$ cat src/include/mrd_pkg.sv
// mrd_pkg: register map, field positions and constants of the receive
// dma control block; shared by the block and its pause timer.
package mrd_pkg;
   localparam logic [7:0] MRD_CTRL_OFF = 8'h04;
   localparam logic [7:0] MRD_STAT_OFF = 8'h20;
   localparam logic [31:0] MRD_CTRL_RESET = 32'h0000_0000;
   // writable bits of rx_dma_control; reserved bits read as zero
   localparam logic [31:0] MRD_CTRL_WMASK = 32'h3f0f_0201;
   localparam int MRD_BURST_LO = 24;
   localparam int MRD_BURST_HI = 29;
   localparam int MRD_ALIGN_BIT = 19;
   localparam int MRD_UDP_BIT = 18;
   localparam int MRD_TCP_BIT = 17;
   localparam int MRD_IP_BIT = 16;
   localparam int MRD_PAUSE_BIT = 9;
   localparam int MRD_RUN_BIT = 0;
   localparam logic [15:0] MRD_ETH_IPV4 = 16'h0800;
   localparam logic [7:0] MRD_PROTO_TCP = 8'h06;
   localparam logic [7:0] MRD_PROTO_UDP = 8'h11;
   localparam logic [15:0] MRD_L2_LEN = 16'h000e;
   localparam logic [15:0] MRD_OFF_TYPE = 16'h000c;
   localparam logic [15:0] MRD_OFF_IHL = 16'h000e;
   localparam logic [15:0] MRD_OFF_TLEN = 16'h0010;
   localparam logic [15:0] MRD_OFF_PROTO = 16'h0017;
   localparam logic [15:0] MRD_OFF_SRC = 16'h001a;
   localparam logic [15:0] MRD_OFF_DST_END = 16'h0021;
   localparam logic [15:0] MRD_OFF_UDP_CK = 16'h0006;
   localparam logic [1:0] MRD_ALIGN_PAD = 2'h2;
   // one pause quantum is 512 bit times at 100 Mb/s
   localparam int MRD_QUANTUM_NS = 5120;
   localparam int MRD_CLK_NS = 10;
   localparam int MRD_QUANTUM_CYC = (MRD_QUANTUM_NS + MRD_CLK_NS - 1)
      / MRD_CLK_NS;
   typedef enum logic [2:0] {
      MRD_ST_STOP = 3'b001,
      MRD_ST_RUN = 3'b010,
      MRD_ST_DRAIN = 3'b100
   } mrd_run_e;
   typedef enum logic [1:0] {
      MRD_DMA_IDLE = 2'b01,
      MRD_DMA_BUSY = 2'b10
   } mrd_dma_e;
endpackage

$ cat src/design/mrd_rx_control.sv
// mrd_rx_control: receive dma control of a single-port ethernet mac.
// assumes frames arrive one byte a cycle from the mac, a dma engine
// consumes packed words and burst requests, and an apb master.
`timescale 1ns/1ps
module mrd_rx_control (
   input wire logic pclk,
   input wire logic presetn,
   input wire logic psel,
   input wire logic penable,
   input wire logic pwrite,
   input wire logic [7:0] paddr,
   input wire logic [31:0] pwdata,
   output logic [31:0] prdata,
   output logic pready,
   output logic pslverr,
   input wire logic rx_valid,
   input wire logic [7:0] rx_byte,
   input wire logic rx_last,
   input wire logic full_duplex,
   input wire logic pause_valid,
   input wire logic [15:0] pause_quanta,
   input wire logic [10:0] buf_words,
   input wire logic dma_ack,
   output logic dma_req,
   output logic [10:0] dma_len,
   output logic word_valid,
   output logic [31:0] word_data,
   output logic frame_done,
   output logic frame_drop,
   output logic [1:0] desc_shift,
   output logic tx_hold
);
   import mrd_pkg::*;

   typedef struct packed {
      logic [31:0] ctrl;
      mrd_run_e run_st;
      mrd_dma_e dma_st;
      logic pready;
      logic pslverr;
      logic [31:0] prdata;
      logic in_frame;
      logic accept;
      logic [15:0] bcnt;
      logic [15:0] ethtype;
      logic [3:0] ihl;
      logic [15:0] totlen;
      logic [7:0] proto;
      logic [7:0] hi_byte;
      logic [31:0] hdr_sum;
      logic [31:0] l4_sum;
      logic ck_zero;
      logic [31:0] pack;
      logic [1:0] lane;
      logic word_valid;
      logic [31:0] word_data;
      logic frame_done;
      logic frame_drop;
      logic [1:0] desc_shift;
      logic [15:0] drop_cnt;
      logic dma_req;
      logic [10:0] dma_len;
   } mrd_s;

   mrd_s st;
   mrd_s next_st;
   logic pause_hold;

   // ones' complement fold of a wide sum down to 16 bits
   function automatic logic [15:0] fold(input logic [31:0] x);
      logic [31:0] s;
      s = {16'h0000, x[15:0]} + {16'h0000, x[31:16]};
      s = {16'h0000, s[15:0]} + {16'h0000, s[31:16]};
      return s[15:0];
   endfunction

   function automatic logic sum_ok(input logic [31:0] x);
      return fold(x) == 16'hffff;
   endfunction

   function automatic logic [10:0] burst_len(input logic [5:0] lim,
                                             input logic [10:0] avail);
      logic [10:0] l;
      l = {5'h00, lim};
      if (lim == 6'h00 || avail < l) begin
         return avail;
      end
      return l;
   endfunction

   always_comb begin
      logic apb_done;
      logic take;
      logic first;
      logic [15:0] b;
      logic [15:0] hl;
      logic [15:0] l4_end;
      logic [31:0] hsum;
      logic [31:0] lsum;
      logic [31:0] pseudo;
      logic is_ip;
      logic bad;
      logic zero;
      logic [31:0] pk;
      logic [1:0] ln;
      next_st = st;
      apb_done = 1'b0;
      take = 1'b0;
      first = 1'b0;
      b = 16'h0000;
      hl = 16'h0000;
      l4_end = 16'h0000;
      hsum = 32'h0000_0000;
      lsum = 32'h0000_0000;
      pseudo = 32'h0000_0000;
      is_ip = 1'b0;
      bad = 1'b0;
      zero = 1'b0;
      pk = 32'h0000_0000;
      ln = 2'h0;
      next_st.word_valid = 1'b0;
      next_st.frame_done = 1'b0;
      next_st.frame_drop = 1'b0;

      // apb: one wait state, write lands at the edge pready is seen
      next_st.pready = psel && penable && !st.pready;
      apb_done = psel && penable && st.pready;
      if (psel && penable && !st.pready) begin
         next_st.pslverr = 1'b0;
         next_st.prdata = 32'h0000_0000;
         case (paddr)
            MRD_CTRL_OFF: next_st.prdata = st.ctrl;
            MRD_STAT_OFF: next_st.prdata = {st.drop_cnt, 11'h000,
               pause_hold, st.in_frame, st.run_st};
            default: next_st.pslverr = 1'b1;
         endcase
      end
      if (apb_done && pwrite && paddr == MRD_CTRL_OFF) begin
         next_st.ctrl = pwdata & MRD_CTRL_WMASK;
      end

      // frame reception
      first = rx_valid && !st.in_frame;
      take = rx_valid && (first ? (st.run_st == MRD_ST_RUN) : st.accept);
      if (rx_valid) begin
         next_st.in_frame = !rx_last;
         if (first) begin
            next_st.accept = take;
         end
      end
      b = first ? 16'h0000 : st.bcnt;
      hl = {10'h000, st.ihl, 2'b00};
      l4_end = MRD_L2_LEN + st.totlen;
      hsum = first ? 32'h0000_0000 : st.hdr_sum;
      lsum = first ? 32'h0000_0000 : st.l4_sum;
      zero = first ? 1'b1 : st.ck_zero;
      is_ip = (st.ethtype == MRD_ETH_IPV4);
      if (take) begin
         next_st.bcnt = b + 16'h0001;
         if (!b[0]) begin
            next_st.hi_byte = rx_byte;
         end
         if (b == MRD_OFF_TYPE) begin
            next_st.ethtype[15:8] = rx_byte;
         end
         if (b == MRD_OFF_TYPE + 16'h0001) begin
            next_st.ethtype[7:0] = rx_byte;
         end
         if (b == MRD_OFF_IHL) begin
            next_st.ihl = rx_byte[3:0];
            hl = {10'h000, rx_byte[3:0], 2'b00};
         end
         if (b == MRD_OFF_TLEN) begin
            next_st.totlen[15:8] = rx_byte;
         end
         if (b == MRD_OFF_TLEN + 16'h0001) begin
            next_st.totlen[7:0] = rx_byte;
         end
         if (b == MRD_OFF_PROTO) begin
            next_st.proto = rx_byte;
         end
         if (b[0] && b > MRD_OFF_IHL && b < MRD_L2_LEN + hl) begin
            hsum = hsum + {16'h0000, st.hi_byte, rx_byte};
         end
         // source and destination addresses join the pseudo header
         if (b[0] && b > MRD_OFF_SRC && b <= MRD_OFF_DST_END) begin
            lsum = lsum + {16'h0000, st.hi_byte, rx_byte};
         end
         if (b >= MRD_L2_LEN + hl && b < l4_end) begin
            if (b[0]) begin
               lsum = lsum + {16'h0000, st.hi_byte, rx_byte};
            end else if (b == l4_end - 16'h0001) begin
               lsum = lsum + {16'h0000, rx_byte, 8'h00};
            end
            if ((b == MRD_L2_LEN + hl + MRD_OFF_UDP_CK ||
                 b == MRD_L2_LEN + hl + MRD_OFF_UDP_CK + 16'h0001) &&
                rx_byte != 8'h00) begin
               zero = 1'b0;
            end
         end
         next_st.hdr_sum = hsum;
         next_st.l4_sum = lsum;
         next_st.ck_zero = zero;

         // little-endian word packing; the pad moves the ip header
         // onto a word boundary
         pk = first ? 32'h0000_0000 : st.pack;
         ln = st.lane;
         if (first) begin
            ln = st.ctrl[MRD_ALIGN_BIT] ? MRD_ALIGN_PAD : 2'h0;
            next_st.desc_shift = ln;
         end
         pk[{ln, 3'b000} +: 8] = rx_byte;
         next_st.pack = pk;
         next_st.lane = ln + 2'h1;
         if (ln == 2'h3 || rx_last) begin
            next_st.word_valid = 1'b1;
            next_st.word_data = pk;
            next_st.pack = 32'h0000_0000;
         end

         if (rx_last) begin
            pseudo = {24'h000000, st.proto} +
               {16'h0000, st.totlen - hl};
            // only ipv4 frames are judged; the l4 sums only when the protocol matches
            if (st.ctrl[MRD_IP_BIT] && is_ip && !sum_ok(hsum)) begin
               bad = 1'b1;
            end
            if (st.ctrl[MRD_TCP_BIT] && is_ip &&
                st.proto == MRD_PROTO_TCP && !sum_ok(lsum + pseudo)) begin
               bad = 1'b1;
            end
            // a zero udp checksum means the sender did not compute one
            if (st.ctrl[MRD_UDP_BIT] && is_ip &&
                st.proto == MRD_PROTO_UDP && !zero &&
                !sum_ok(lsum + pseudo)) begin
               bad = 1'b1;
            end
            next_st.frame_done = 1'b1;
            next_st.frame_drop = bad;
            if (bad) begin
               next_st.drop_cnt = st.drop_cnt + 16'h0001;
            end
         end
      end

      // run state: a stop waits for the frame in progress
      case (st.run_st)
         MRD_ST_STOP: begin
            if (st.ctrl[MRD_RUN_BIT]) begin
               next_st.run_st = MRD_ST_RUN;
            end
         end
         MRD_ST_RUN: begin
            if (!st.ctrl[MRD_RUN_BIT]) begin
               next_st.run_st = next_st.in_frame ? MRD_ST_DRAIN
                  : MRD_ST_STOP;
            end
         end
         MRD_ST_DRAIN: begin
            if (st.ctrl[MRD_RUN_BIT]) begin
               next_st.run_st = MRD_ST_RUN;
            end else if (!next_st.in_frame) begin
               next_st.run_st = MRD_ST_STOP;
            end
         end
         default: next_st.run_st = MRD_ST_STOP;
      endcase

      // burst requests toward the bus while the receive side runs
      case (st.dma_st)
         MRD_DMA_IDLE: begin
            if (st.run_st != MRD_ST_STOP && buf_words != 11'h000) begin
               next_st.dma_st = MRD_DMA_BUSY;
               next_st.dma_req = 1'b1;
               next_st.dma_len = burst_len(
                  st.ctrl[MRD_BURST_HI:MRD_BURST_LO], buf_words);
            end
         end
         MRD_DMA_BUSY: begin
            if (dma_ack) begin
               next_st.dma_st = MRD_DMA_IDLE;
               next_st.dma_req = 1'b0;
            end
         end
         default: begin
            next_st.dma_st = MRD_DMA_IDLE;
            next_st.dma_req = 1'b0;
         end
      endcase
   end

   always_ff @(posedge pclk or negedge presetn) begin
      if (!presetn) begin
         st <= '0;
         st.ctrl <= MRD_CTRL_RESET;
         st.run_st <= MRD_ST_STOP;
         st.dma_st <= MRD_DMA_IDLE;
      end else begin
         st <= next_st;
      end
   end

   // pause frames only count in full duplex with the honour bit set
   mrd_pause_timer u_pause (
      .pclk(pclk),
      .presetn(presetn),
      .enable(st.ctrl[MRD_PAUSE_BIT] && full_duplex),
      .load(pause_valid),
      .quanta(pause_quanta),
      .hold(pause_hold)
   );

   assign prdata = st.prdata;
   assign pready = st.pready;
   assign pslverr = st.pslverr;
   assign dma_req = st.dma_req;
   assign dma_len = st.dma_len;
   assign word_valid = st.word_valid;
   assign word_data = st.word_data;
   assign frame_done = st.frame_done;
   assign frame_drop = st.frame_drop;
   assign desc_shift = st.desc_shift;
   assign tx_hold = pause_hold;
endmodule

$ cat src/design/mrd_pause_timer.sv
// mrd_pause_timer: holds transmission for a number of pause quanta.
// assumes load is a one-cycle pulse from the receive control block.
`timescale 1ns/1ps
module mrd_pause_timer (
   input wire logic pclk,
   input wire logic presetn,
   input wire logic enable,
   input wire logic load,
   input wire logic [15:0] quanta,
   output logic hold
);
   import mrd_pkg::*;
   localparam logic [9:0] LAST_CYC = 10'(MRD_QUANTUM_CYC - 1);
   typedef struct packed {
      logic hold;
      logic [15:0] left;
      logic [9:0] sub;
   } mrd_pt_s;
   mrd_pt_s st;
   mrd_pt_s next_st;

   always_comb begin
      next_st = st;
      if (!enable) begin
         next_st.hold = 1'b0;
      end else if (load) begin
         // a new pause frame restarts the count; zero ends a pause
         next_st.left = quanta;
         next_st.sub = 10'h000;
         next_st.hold = (quanta != 16'h0000);
      end else if (st.hold) begin
         if (st.sub == LAST_CYC) begin
            next_st.sub = 10'h000;
            next_st.left = st.left - 16'h0001;
            if (st.left == 16'h0001) begin
               next_st.hold = 1'b0;
            end
         end else begin
            next_st.sub = st.sub + 10'h001;
         end
      end
   end

   always_ff @(posedge pclk or negedge presetn) begin
      if (!presetn) begin
         st <= '0;
      end else begin
         st <= next_st;
      end
   end

   assign hold = st.hold;
endmodule

$ cat config.mk
export PLATFORM = sky130hd
export DESIGN_NAME = mrd_rx_control
export DESIGN_NICKNAME = d
export VERILOG_FILES = /design/src/include/mrd_pkg.sv /design/src/design/mrd_rx_control.sv /design/src/design/mrd_pause_timer.sv
export SDC_FILE = /design/constraint.sdc
export NUM_CORES = 1
export LEC_CHECK = 0
export ABC_AREA = 1
export BUFFER_PORTS_ARGS = -buffer_cell sky130_fd_sc_hd__buf_4
export CELL_PAD_IN_SITES_DETAIL_PLACEMENT = 0
export CELL_PAD_IN_SITES_GLOBAL_PLACEMENT = 2
export CORE_MARGIN = 2
export CORE_UTILIZATION = 36
export CTS_BUF_LIST = sky130_fd_sc_hd__clkbuf_8
export CTS_CLUSTER_SIZE = 12
export DETAILED_ROUTE_END_ITERATION = 6
export PLACE_DENSITY_LB_ADDON = 0.1
export SYNTH_ARGS = -nofsm -noshare
export SYNTH_HDL_FRONTEND = slang
export SYNTH_SLANG_ARGS = --single-unit
$ cat constraint.sdc
create_clock -name pclk -period 14.53 [get_ports pclk]
set_input_delay 0.7265 -clock pclk [delete_from_list [all_inputs] [get_ports pclk]]
set_output_delay 0.7265 -clock pclk [all_outputs]
set_load 0.02 [all_outputs]
After elaboration in Yosys (flattened, before gate mapping)
Cells that the tools add are included.
- register bits after elaboration: 312
- latch bits: 0
- output and inout bits: 84
- word-level logic and storage cells: 212
- ROM bits: 0
- RAM bits: 0
- memories kept: 0
- input port bits: 85
- eq/ne operators: 30
- shift-type cells: 2
- add/subtract/negate cells: 22
- div/mod/pow operators: 0
- reduce and logical (&&, ||, !) cells: 56
- $mul: 0
- bitwise gates (word level): 1
- multiplexer cells: 62
- magnitude comparators: 7
- operators by type and width (kind ; count):
    32-bit 2-to-1 mux ; 12
    32-bit by 16-bit adder with 32-bit output ; 4
    16-bit 2-to-1 mux ; 4
    32-bit one-hot mux with 2 select lines ; 1
    27-bit 2-to-1 mux ; 2
    53-bit 2-to-1 mux ; 1
    16-bit by 1-bit adder with 16-bit output, second input constant ; 3
    16-bit equality test ; 3
    16-bit by 4-bit equality test with 1-bit output, second input constant ; 3
    16-bit by 5-bit equality test with 1-bit output, second input constant ; 3
    16-bit by 16-bit adder with 17-bit output ; 2
    33-bit 2-to-1 mux ; 1
    16-bit by 1-bit adder with 16-bit output ; 2
    32-bit by 17-bit adder with 32-bit output ; 1
    4-bit by 16-bit adder with 16-bit output, first input constant ; 2
    32-bit bitwise mux ; 1
    16-bit equality test, second input constant ; 2
    16-bit < comparator ; 2
    8-bit by 7-bit variable shift with 32-bit output, first input constant ; 1
    8-bit by 7-bit variable part select with 32-bit output ; 1
    16-bit by 1-bit subtractor with 16-bit output, second input constant ; 2
    2-bit AND reduction ; 13
    1-bit logical AND ; 24
    11-bit 2-to-1 mux ; 2
    other kinds (45) ; 88

Depth between registers and ports, before layout
- depth in word-level cells: 26
- mapped depth: 75
- mapped depth without buffers: 71

Cells and area by module
Synthesis repeated with hierarchy kept, for this count alone.
- cell total of the unflattened synthesis: 3747
- area, all modules: 25674.6 um2
- by module, submodules not included (module ; times used ; area each (um2) ; cells each ; sequential area each (um2)):
    mrd_rx_control ; 1 ; 23770.3 ; 3465 ; 6859.1
    mrd_pause_timer ; 1 ; 1904.3 ; 282 ; 675.6

Worst setup path before layout
OpenSTA, ideal clock, no wires.
- kind: input to register
- from: input port rx_valid
- to: register st[17] (netlist name)
- cell stages on the path: 67
- setup slack: 4.181 ns
- buffers on the path: 5
- arrival: 10.282 ns
- setup time: 0.067 ns
- data required time: 14.463 ns
- cell sequence: nand2_4 buf_6 buf_6 nand2_1 buf_1 ha_1 nand4_1 nor2_2 nand2_2 inv_1 nor2_1 a21oi_1 nand3_1 ha_1 nand2_1 and3b_1 a2111oi_1 nand2_2 [31 not listed] inv_1 nor2_1 inv_1 nor2_1 nand2_1 nor2_1 nand4_1 nor2_1 nand3_1 xor2_1 nor2_1 nand4_1 nand3_1 nand3_2 nand2_2 buf_2 nand2_1 nand2_1
- word-level cells in the longest chain between the ends: 23
- elaborated cells on any way between the ends: 66
- those cells by class: add/sub: 14; order compare: 6; eq/ne: 6; mux: 23; reduce/logical: 17
- ends and longest elaborated chain (element ; RTL line ; source):
    from (decl) ; mrd_rx_control.sv:16 ; input wire logic rx_valid,
    parallel branches: the longest is 22 deep, another holds 32-bit by 16-bit adder with 32-bit output ; n/a ;
    3-bit AND reduction (no source line) * ; n/a ;
    to (signal assigned) ; mrd_rx_control.sv:300 ; st <= next_st;
    to (decl) ; mrd_rx_control.sv:65 ; mrd_s st;
Every way passes the cells marked *. The select of a mux whose other input is x is not followed.
A chain may end at the register's enable or synchronous reset.

Final worst setup path
- from: register st[233] (netlist name)
- to: register st[27] (netlist name)
- word-level cells in the longest chain between the ends: 24
- elaborated cells on any way between the ends: 67
- those cells by class: add/sub: 14; order compare: 6; eq/ne: 6; mux: 23; reduce/logical: 18
- ends and longest elaborated chain (element ; RTL line ; source):
    1-bit zero test * ; mrd_rx_control.sv:143 ; first = rx_valid && !st.in_frame;
    1-bit logical AND * ; mrd_rx_control.sv:143 ;
    parallel branches: the longest is 21 deep, another holds 32-bit by 16-bit adder with 32-bit output ; n/a ;
    3-bit AND reduction (no source line) * ; n/a ;
Marked as above.

==> reports/summary.log <==
qor: sta.post-route-worst-setup-slack 1870 ps
qor: synthesis.synth_cells 3621
qor: floorplan.dieHeight 270 µm
qor: floorplan.ioPinCount 169
qor: worst_setup_path.critical-path-max-stage-delay 500 ps
qor: worst_setup_path.critical-path-slowest-cell sky130_fd_sc_hd__fa_1
qor: synthesis.synth-seq-cells 301
qor: power.p_leak 13.9 nW
qor: layout.area.growth.synth_to_final 11.1%
qor: worst_setup_path.reg2regPathDepth 64
qor: run_status.outcome finished clean
qor: clock_network.cts_made_buffers 58
qor: clock_network.htree_num_levels 2
qor: layout.final_net_count 3945
qor: layout.layout.cells.non_filler 4674
qor: route.tritonroute_pass_1_iters 5
qor: layout.layout-drive-gt1-share 0.110
qor: placed_design.post_dp_cell_area 26900 µm²
qor: grt.vias_in_the_first_global_route 23000
qor: route.drt_first_iter_violations 1571
qor: grt.grt_start_max_net_pins 98
qor: layout.final_util 0.403
qor: worst_hold_path.min-delay-path-class in2async
qor: worst_setup_path.critPathMostFrequentCell sky130_fd_sc_hd__nand2_1
qor: power.pwr_density_cell 164 nW/µm²
qor: worst_setup_path.startpoint_type_of_the_worst_setup_path flip-flop
qor: floorplan.design.die.area 72800 µm²
qor: grt.antenna_violations_before_repair 2
qor: synthesis.synth_xor_xnor_area_share 0.0610
qor: synthesis.register_area_share_after_synthesis 0.296
qor: clock_network.post-cts-setup-buffer-count 0
qor: synthesis.synth-adder-area-share 0.0920
qor: grt.first_pass_grt_wire_length 128000 µm
qor: route.post_drt_via_cell_ratio 5.07
qor: flow_run.cap_viol_max_count 0
qor: sta.slew_headroom 0.320
qor: placed_design.dp_worst_setup_slack 1570 ps
qor: sta.setup_viol_count_final 0
qor: clock_network.clock_tree.buffer_depth 3
qor: clock_network.cts_repair_resize_count 0
qor: power.totalPowerFinal 4.64 mW
qor: synthesis.yosys_warnings 0
qor: synthesis.syn_avg_cell_area 7.02 µm²
qor: grt.grt.overflow.total 0
qor: clock_network.clock_tree_from_tritoncts done
qor: sta.grt_setup_unrepaired false
qor: route.vias 23700
qor: sta.actual_transition_at_the_worst_max_transition_pin 1020 ps
qor: synthesis.synth.mux.area_fraction 0.00650
qor: sta.finalHoldViolations 0
qor: synthesis.netlist-cell-type-count 69
qor: sta.setup_total_negative_slack 0 ps
qor: worst_setup_path.worst_setup_path_end_kind flip-flop
qor: sta.final.min_clock_period 12660 ps
qor: worst_setup_path.crit_fanout 24
qor: synthesis.prevailing_post_synth_register_cell sky130_fd_sc_hd__dfrtp_1
qor: grt.globalRouteTotalUtil 0.221
qor: worst_setup_path.crit_type reg2reg
qor: worst_setup_path.worstPathRequired 15140 ps
qor: floorplan.core.rowCount 97
qor: placed_design.io_buffer_count 137
qor: route.drt-total-wl 81700 µm
qor: layout.layout.cell_area.non_filler 28200 µm²
qor: worst_setup_path.endpoint_arrival_time_on_the_critical_path 13270 ps
qor: synthesis.syn_area 25400 µm²
qor: placed_design.finalWeightedCongestion 0.853
qor: clock_network.cts.clk_slew.worst_paths 60 ps
qor: synthesis.synth_compound_area_frac 0.134
qor: route.avgRoutedWirePerCell 17.5 µm
qor: floorplan.start_util 0.363
qor: synthesis.post_synth_and_or_nand_nor_area_fraction 0.303
qor: sta.fmax 0.0790 GHz
qor: route.post_route_drc_violation_count 0
qor: floorplan.fp.coreArea 70000 µm²
qor: placed_design.hpwl 62600 µm
qor: synthesis.synth-edff-count 0
qor: synthesis.synth-async-reset-ratio 1.00
qor: floorplan.die-width 270 µm
qor: synthesis.synthTopCellsByArea sky130_fd_sc_hd__dfrtp_1 (29%), sky130_fd_sc_hd__nand2_1 (14%), sky130_fd_sc_hd__ha_1 (8.0%)
qor: route.drt.antenna.violating_nets 0
qor: synthesis.synthDominantAreaCellType sky130_fd_sc_hd__dfrtp_1
qor: sta.whs 7.90 ps
qor: sta.final-max-slew-violation-count 0
qor: clock_network.worstSkewPairLatency 690 ps
qor: clock_network.cts_num_sinks 301
qor: sta.fin_crit_sh 0.871
qor: sta.finClkSkew 30.7 ps
qor: power.max-vdd-ir-drop 118 µV
qor: synthesis.combinational_family_with_the_most_area_after_synthesis simple AND/OR/NAND/NOR gates
qor: synthesis.netlist.area_leader.share 0.294
qor: clock_network.cts.hold.buffers_added 0
qor: clock_network.clock_tree.root_cell sky130_fd_sc_hd__clkbuf_8
qor: placed_design.place.detailed.instances 4562
[path summary, 6_finish.rpt]
kind / startpoint / endpoint / slack, ps
setup / recovery: st[233]$_DFF_PN0_ / st[27]$_DFFE_PN0P_ / 1870
hold / removal: presetn / st[130]$_DFFE_PN0P_ / 8
setup reg to reg: st[233]$_DFF_PN0_ / st[27]$_DFFE_PN0P_ / 1870
hold reg to reg: dma_len[9]$_DFFE_PN0P_ / dma_len[9]$_DFFE_PN0P_ / 480
max in group asynchronous: presetn / u_pause.st[21]$_DFFE_PN0P_ / 12090
min in group pclk: pwdata[24] / st[297]$_DFFE_PN0P_ / 290
[synthesized netlist by cell type (9+ instances only)]
| library cell | n |
|---|---|
| sky130_fd_sc_hd__inv_2 | 23 |
| sky130_fd_sc_hd__a21boi_0 | 9 |
| sky130_fd_sc_hd__buf_4 | 79 |
| sky130_fd_sc_hd__clkinv_1 | 9 |
| sky130_fd_sc_hd__o22ai_1 | 16 |
| sky130_fd_sc_hd__nand3_1 | 231 |
| sky130_fd_sc_hd__mux2_2 | 12 |
| sky130_fd_sc_hd__nor2_1 | 294 |
| sky130_fd_sc_hd__nor3_1 | 72 |
| sky130_fd_sc_hd__dfrtp_1 | 299 |
| sky130_fd_sc_hd__o21a_1 | 47 |
| sky130_fd_sc_hd__o21ai_1 | 25 |
| sky130_fd_sc_hd__a31oi_1 | 17 |
| sky130_fd_sc_hd__nand2_2 | 34 |
| sky130_fd_sc_hd__nand2_1 | 918 |
| sky130_fd_sc_hd__o31ai_1 | 13 |
| sky130_fd_sc_hd__nor4_1 | 26 |
| sky130_fd_sc_hd__a32oi_1 | 17 |
| sky130_fd_sc_hd__inv_1 | 431 |
| sky130_fd_sc_hd__or2_2 | 10 |
| sky130_fd_sc_hd__fa_1 | 15 |
| sky130_fd_sc_hd__nor2_2 | 21 |
| sky130_fd_sc_hd__nand3_2 | 14 |
| sky130_fd_sc_hd__a21oi_1 | 155 |
| sky130_fd_sc_hd__nand4_1 | 66 |
| sky130_fd_sc_hd__xor2_1 | 125 |
| sky130_fd_sc_hd__o21ai_0 | 217 |
| sky130_fd_sc_hd__clkbuf_1 | 66 |
| sky130_fd_sc_hd__ha_1 | 163 |
| sky130_fd_sc_hd__nand3b_1 | 11 |
| sky130_fd_sc_hd__nor2_4 | 14 |
| sky130_fd_sc_hd__o21bai_1 | 11 |
| sky130_fd_sc_hd__o221ai_1 | 11 |
| sky130_fd_sc_hd__xnor2_1 | 52 |
[final cells by class]
type,count,area [µm²]
Antenna cell,6,15.0
Clock buffer,79,1090
Clock inverter,27,263
Fill cell,7594,41800
Inverter,464,1750
Multi-Input combinational cell,2702,15300
Sequential cell,301,7530
Tap cell,940,1180
Timing Repair Buffer,155,1170
[sequential cells by signal (all words and copies together) (netlist names), 11 cells and up]
signal      cells
st            202
word_data      32
u_pause.st     26
prdata         22
dma_len        11
[cells in the final DEF, fill, tap and decap left out, types with 7 or more instances in the layout]
| cell | n |
|---|---|
| sky130_fd_sc_hd__nor2_4 | 17 |
| sky130_fd_sc_hd__nor2_2 | 21 |
| sky130_fd_sc_hd__nand2_2 | 34 |
| sky130_fd_sc_hd__conb_1 | 11 |
| sky130_fd_sc_hd__nand3_2 | 14 |
| sky130_fd_sc_hd__nand2_1 | 918 |
| sky130_fd_sc_hd__o21a_1 | 47 |
| sky130_fd_sc_hd__nor2_1 | 291 |
| sky130_fd_sc_hd__a21boi_0 | 9 |
| sky130_fd_sc_hd__o21ai_1 | 25 |
| sky130_fd_sc_hd__o211ai_1 | 7 |
| sky130_fd_sc_hd__nand3_1 | 231 |
| sky130_fd_sc_hd__clkinv_1 | 9 |
| sky130_fd_sc_hd__ha_1 | 163 |
| sky130_fd_sc_hd__or2_2 | 10 |
| sky130_fd_sc_hd__o32ai_1 | 8 |
| sky130_fd_sc_hd__o21ai_0 | 217 |
| sky130_fd_sc_hd__o31ai_1 | 13 |
| sky130_fd_sc_hd__mux2_2 | 12 |
| sky130_fd_sc_hd__a31oi_1 | 17 |
| sky130_fd_sc_hd__a21o_1 | 7 |
| sky130_fd_sc_hd__o22ai_1 | 16 |
| sky130_fd_sc_hd__inv_1 | 438 |
| sky130_fd_sc_hd__nor4_1 | 26 |
| sky130_fd_sc_hd__a32oi_1 | 17 |
| sky130_fd_sc_hd__clkinv_2 | 9 |
| sky130_fd_sc_hd__xor2_1 | 125 |
| sky130_fd_sc_hd__o221ai_1 | 11 |
| sky130_fd_sc_hd__fa_1 | 15 |
| sky130_fd_sc_hd__a21oi_1 | 155 |
| sky130_fd_sc_hd__nand4_1 | 66 |
| sky130_fd_sc_hd__dfrtp_1 | 299 |
| sky130_fd_sc_hd__xnor2_1 | 52 |
| sky130_fd_sc_hd__clkbuf_8 | 79 |
| sky130_fd_sc_hd__inv_2 | 23 |
| sky130_fd_sc_hd__nand3b_1 | 11 |
| sky130_fd_sc_hd__nor3_1 | 72 |
| sky130_fd_sc_hd__o21bai_1 | 11 |
| sky130_fd_sc_hd__buf_4 | 154 |
[critical path: cells and delay by family, from the launching register on]
kind | cells | cell delay (ps)
compound gates | 11 | 2640
xor+xnor | 2 | 320
fa+ha+maj | 6 | 1750
buf+inv | 6 | 680
flops | 1 | 430
simple gates | 39 | 6660
[cells by family (layout without fill, tap and decap cells)]
| group | Yosys count | count (layout) |
|---|---|---|
| AOI/OAI and AO/OA | 583 | 583 |
| xor gates and xnor gates | 177 | 177 |
| adders and majority gates | 178 | 178 |
| buffers and inverters | 628 | 725 |
| DFF | 301 | 301 |
| muxes | 15 | 15 |
| other | 1 | 17 |
| and+or+nand+nor | 1738 | 1738 |
[layer usage]
metal	GRT usage	vias up	part of all wire	routed length (µm)
li1	-	11900	-	-
met1	0.311	11200	0.48	39500
met2	0.353	460	0.45	36400
met3	0.0308	119	0.041	3380
met4	0.0649	0	0.029	2390
met5	0	-	0	0
[where the power goes]
part | switching (mW) | total, mW | internal [mW]
registers | 0.111 | 1.11 | 1.00
clock network | 0.414 | 0.974 | 0.560
logic | 1.70 | 2.56 | 0.861
Power figures use the tool's default switching activity.
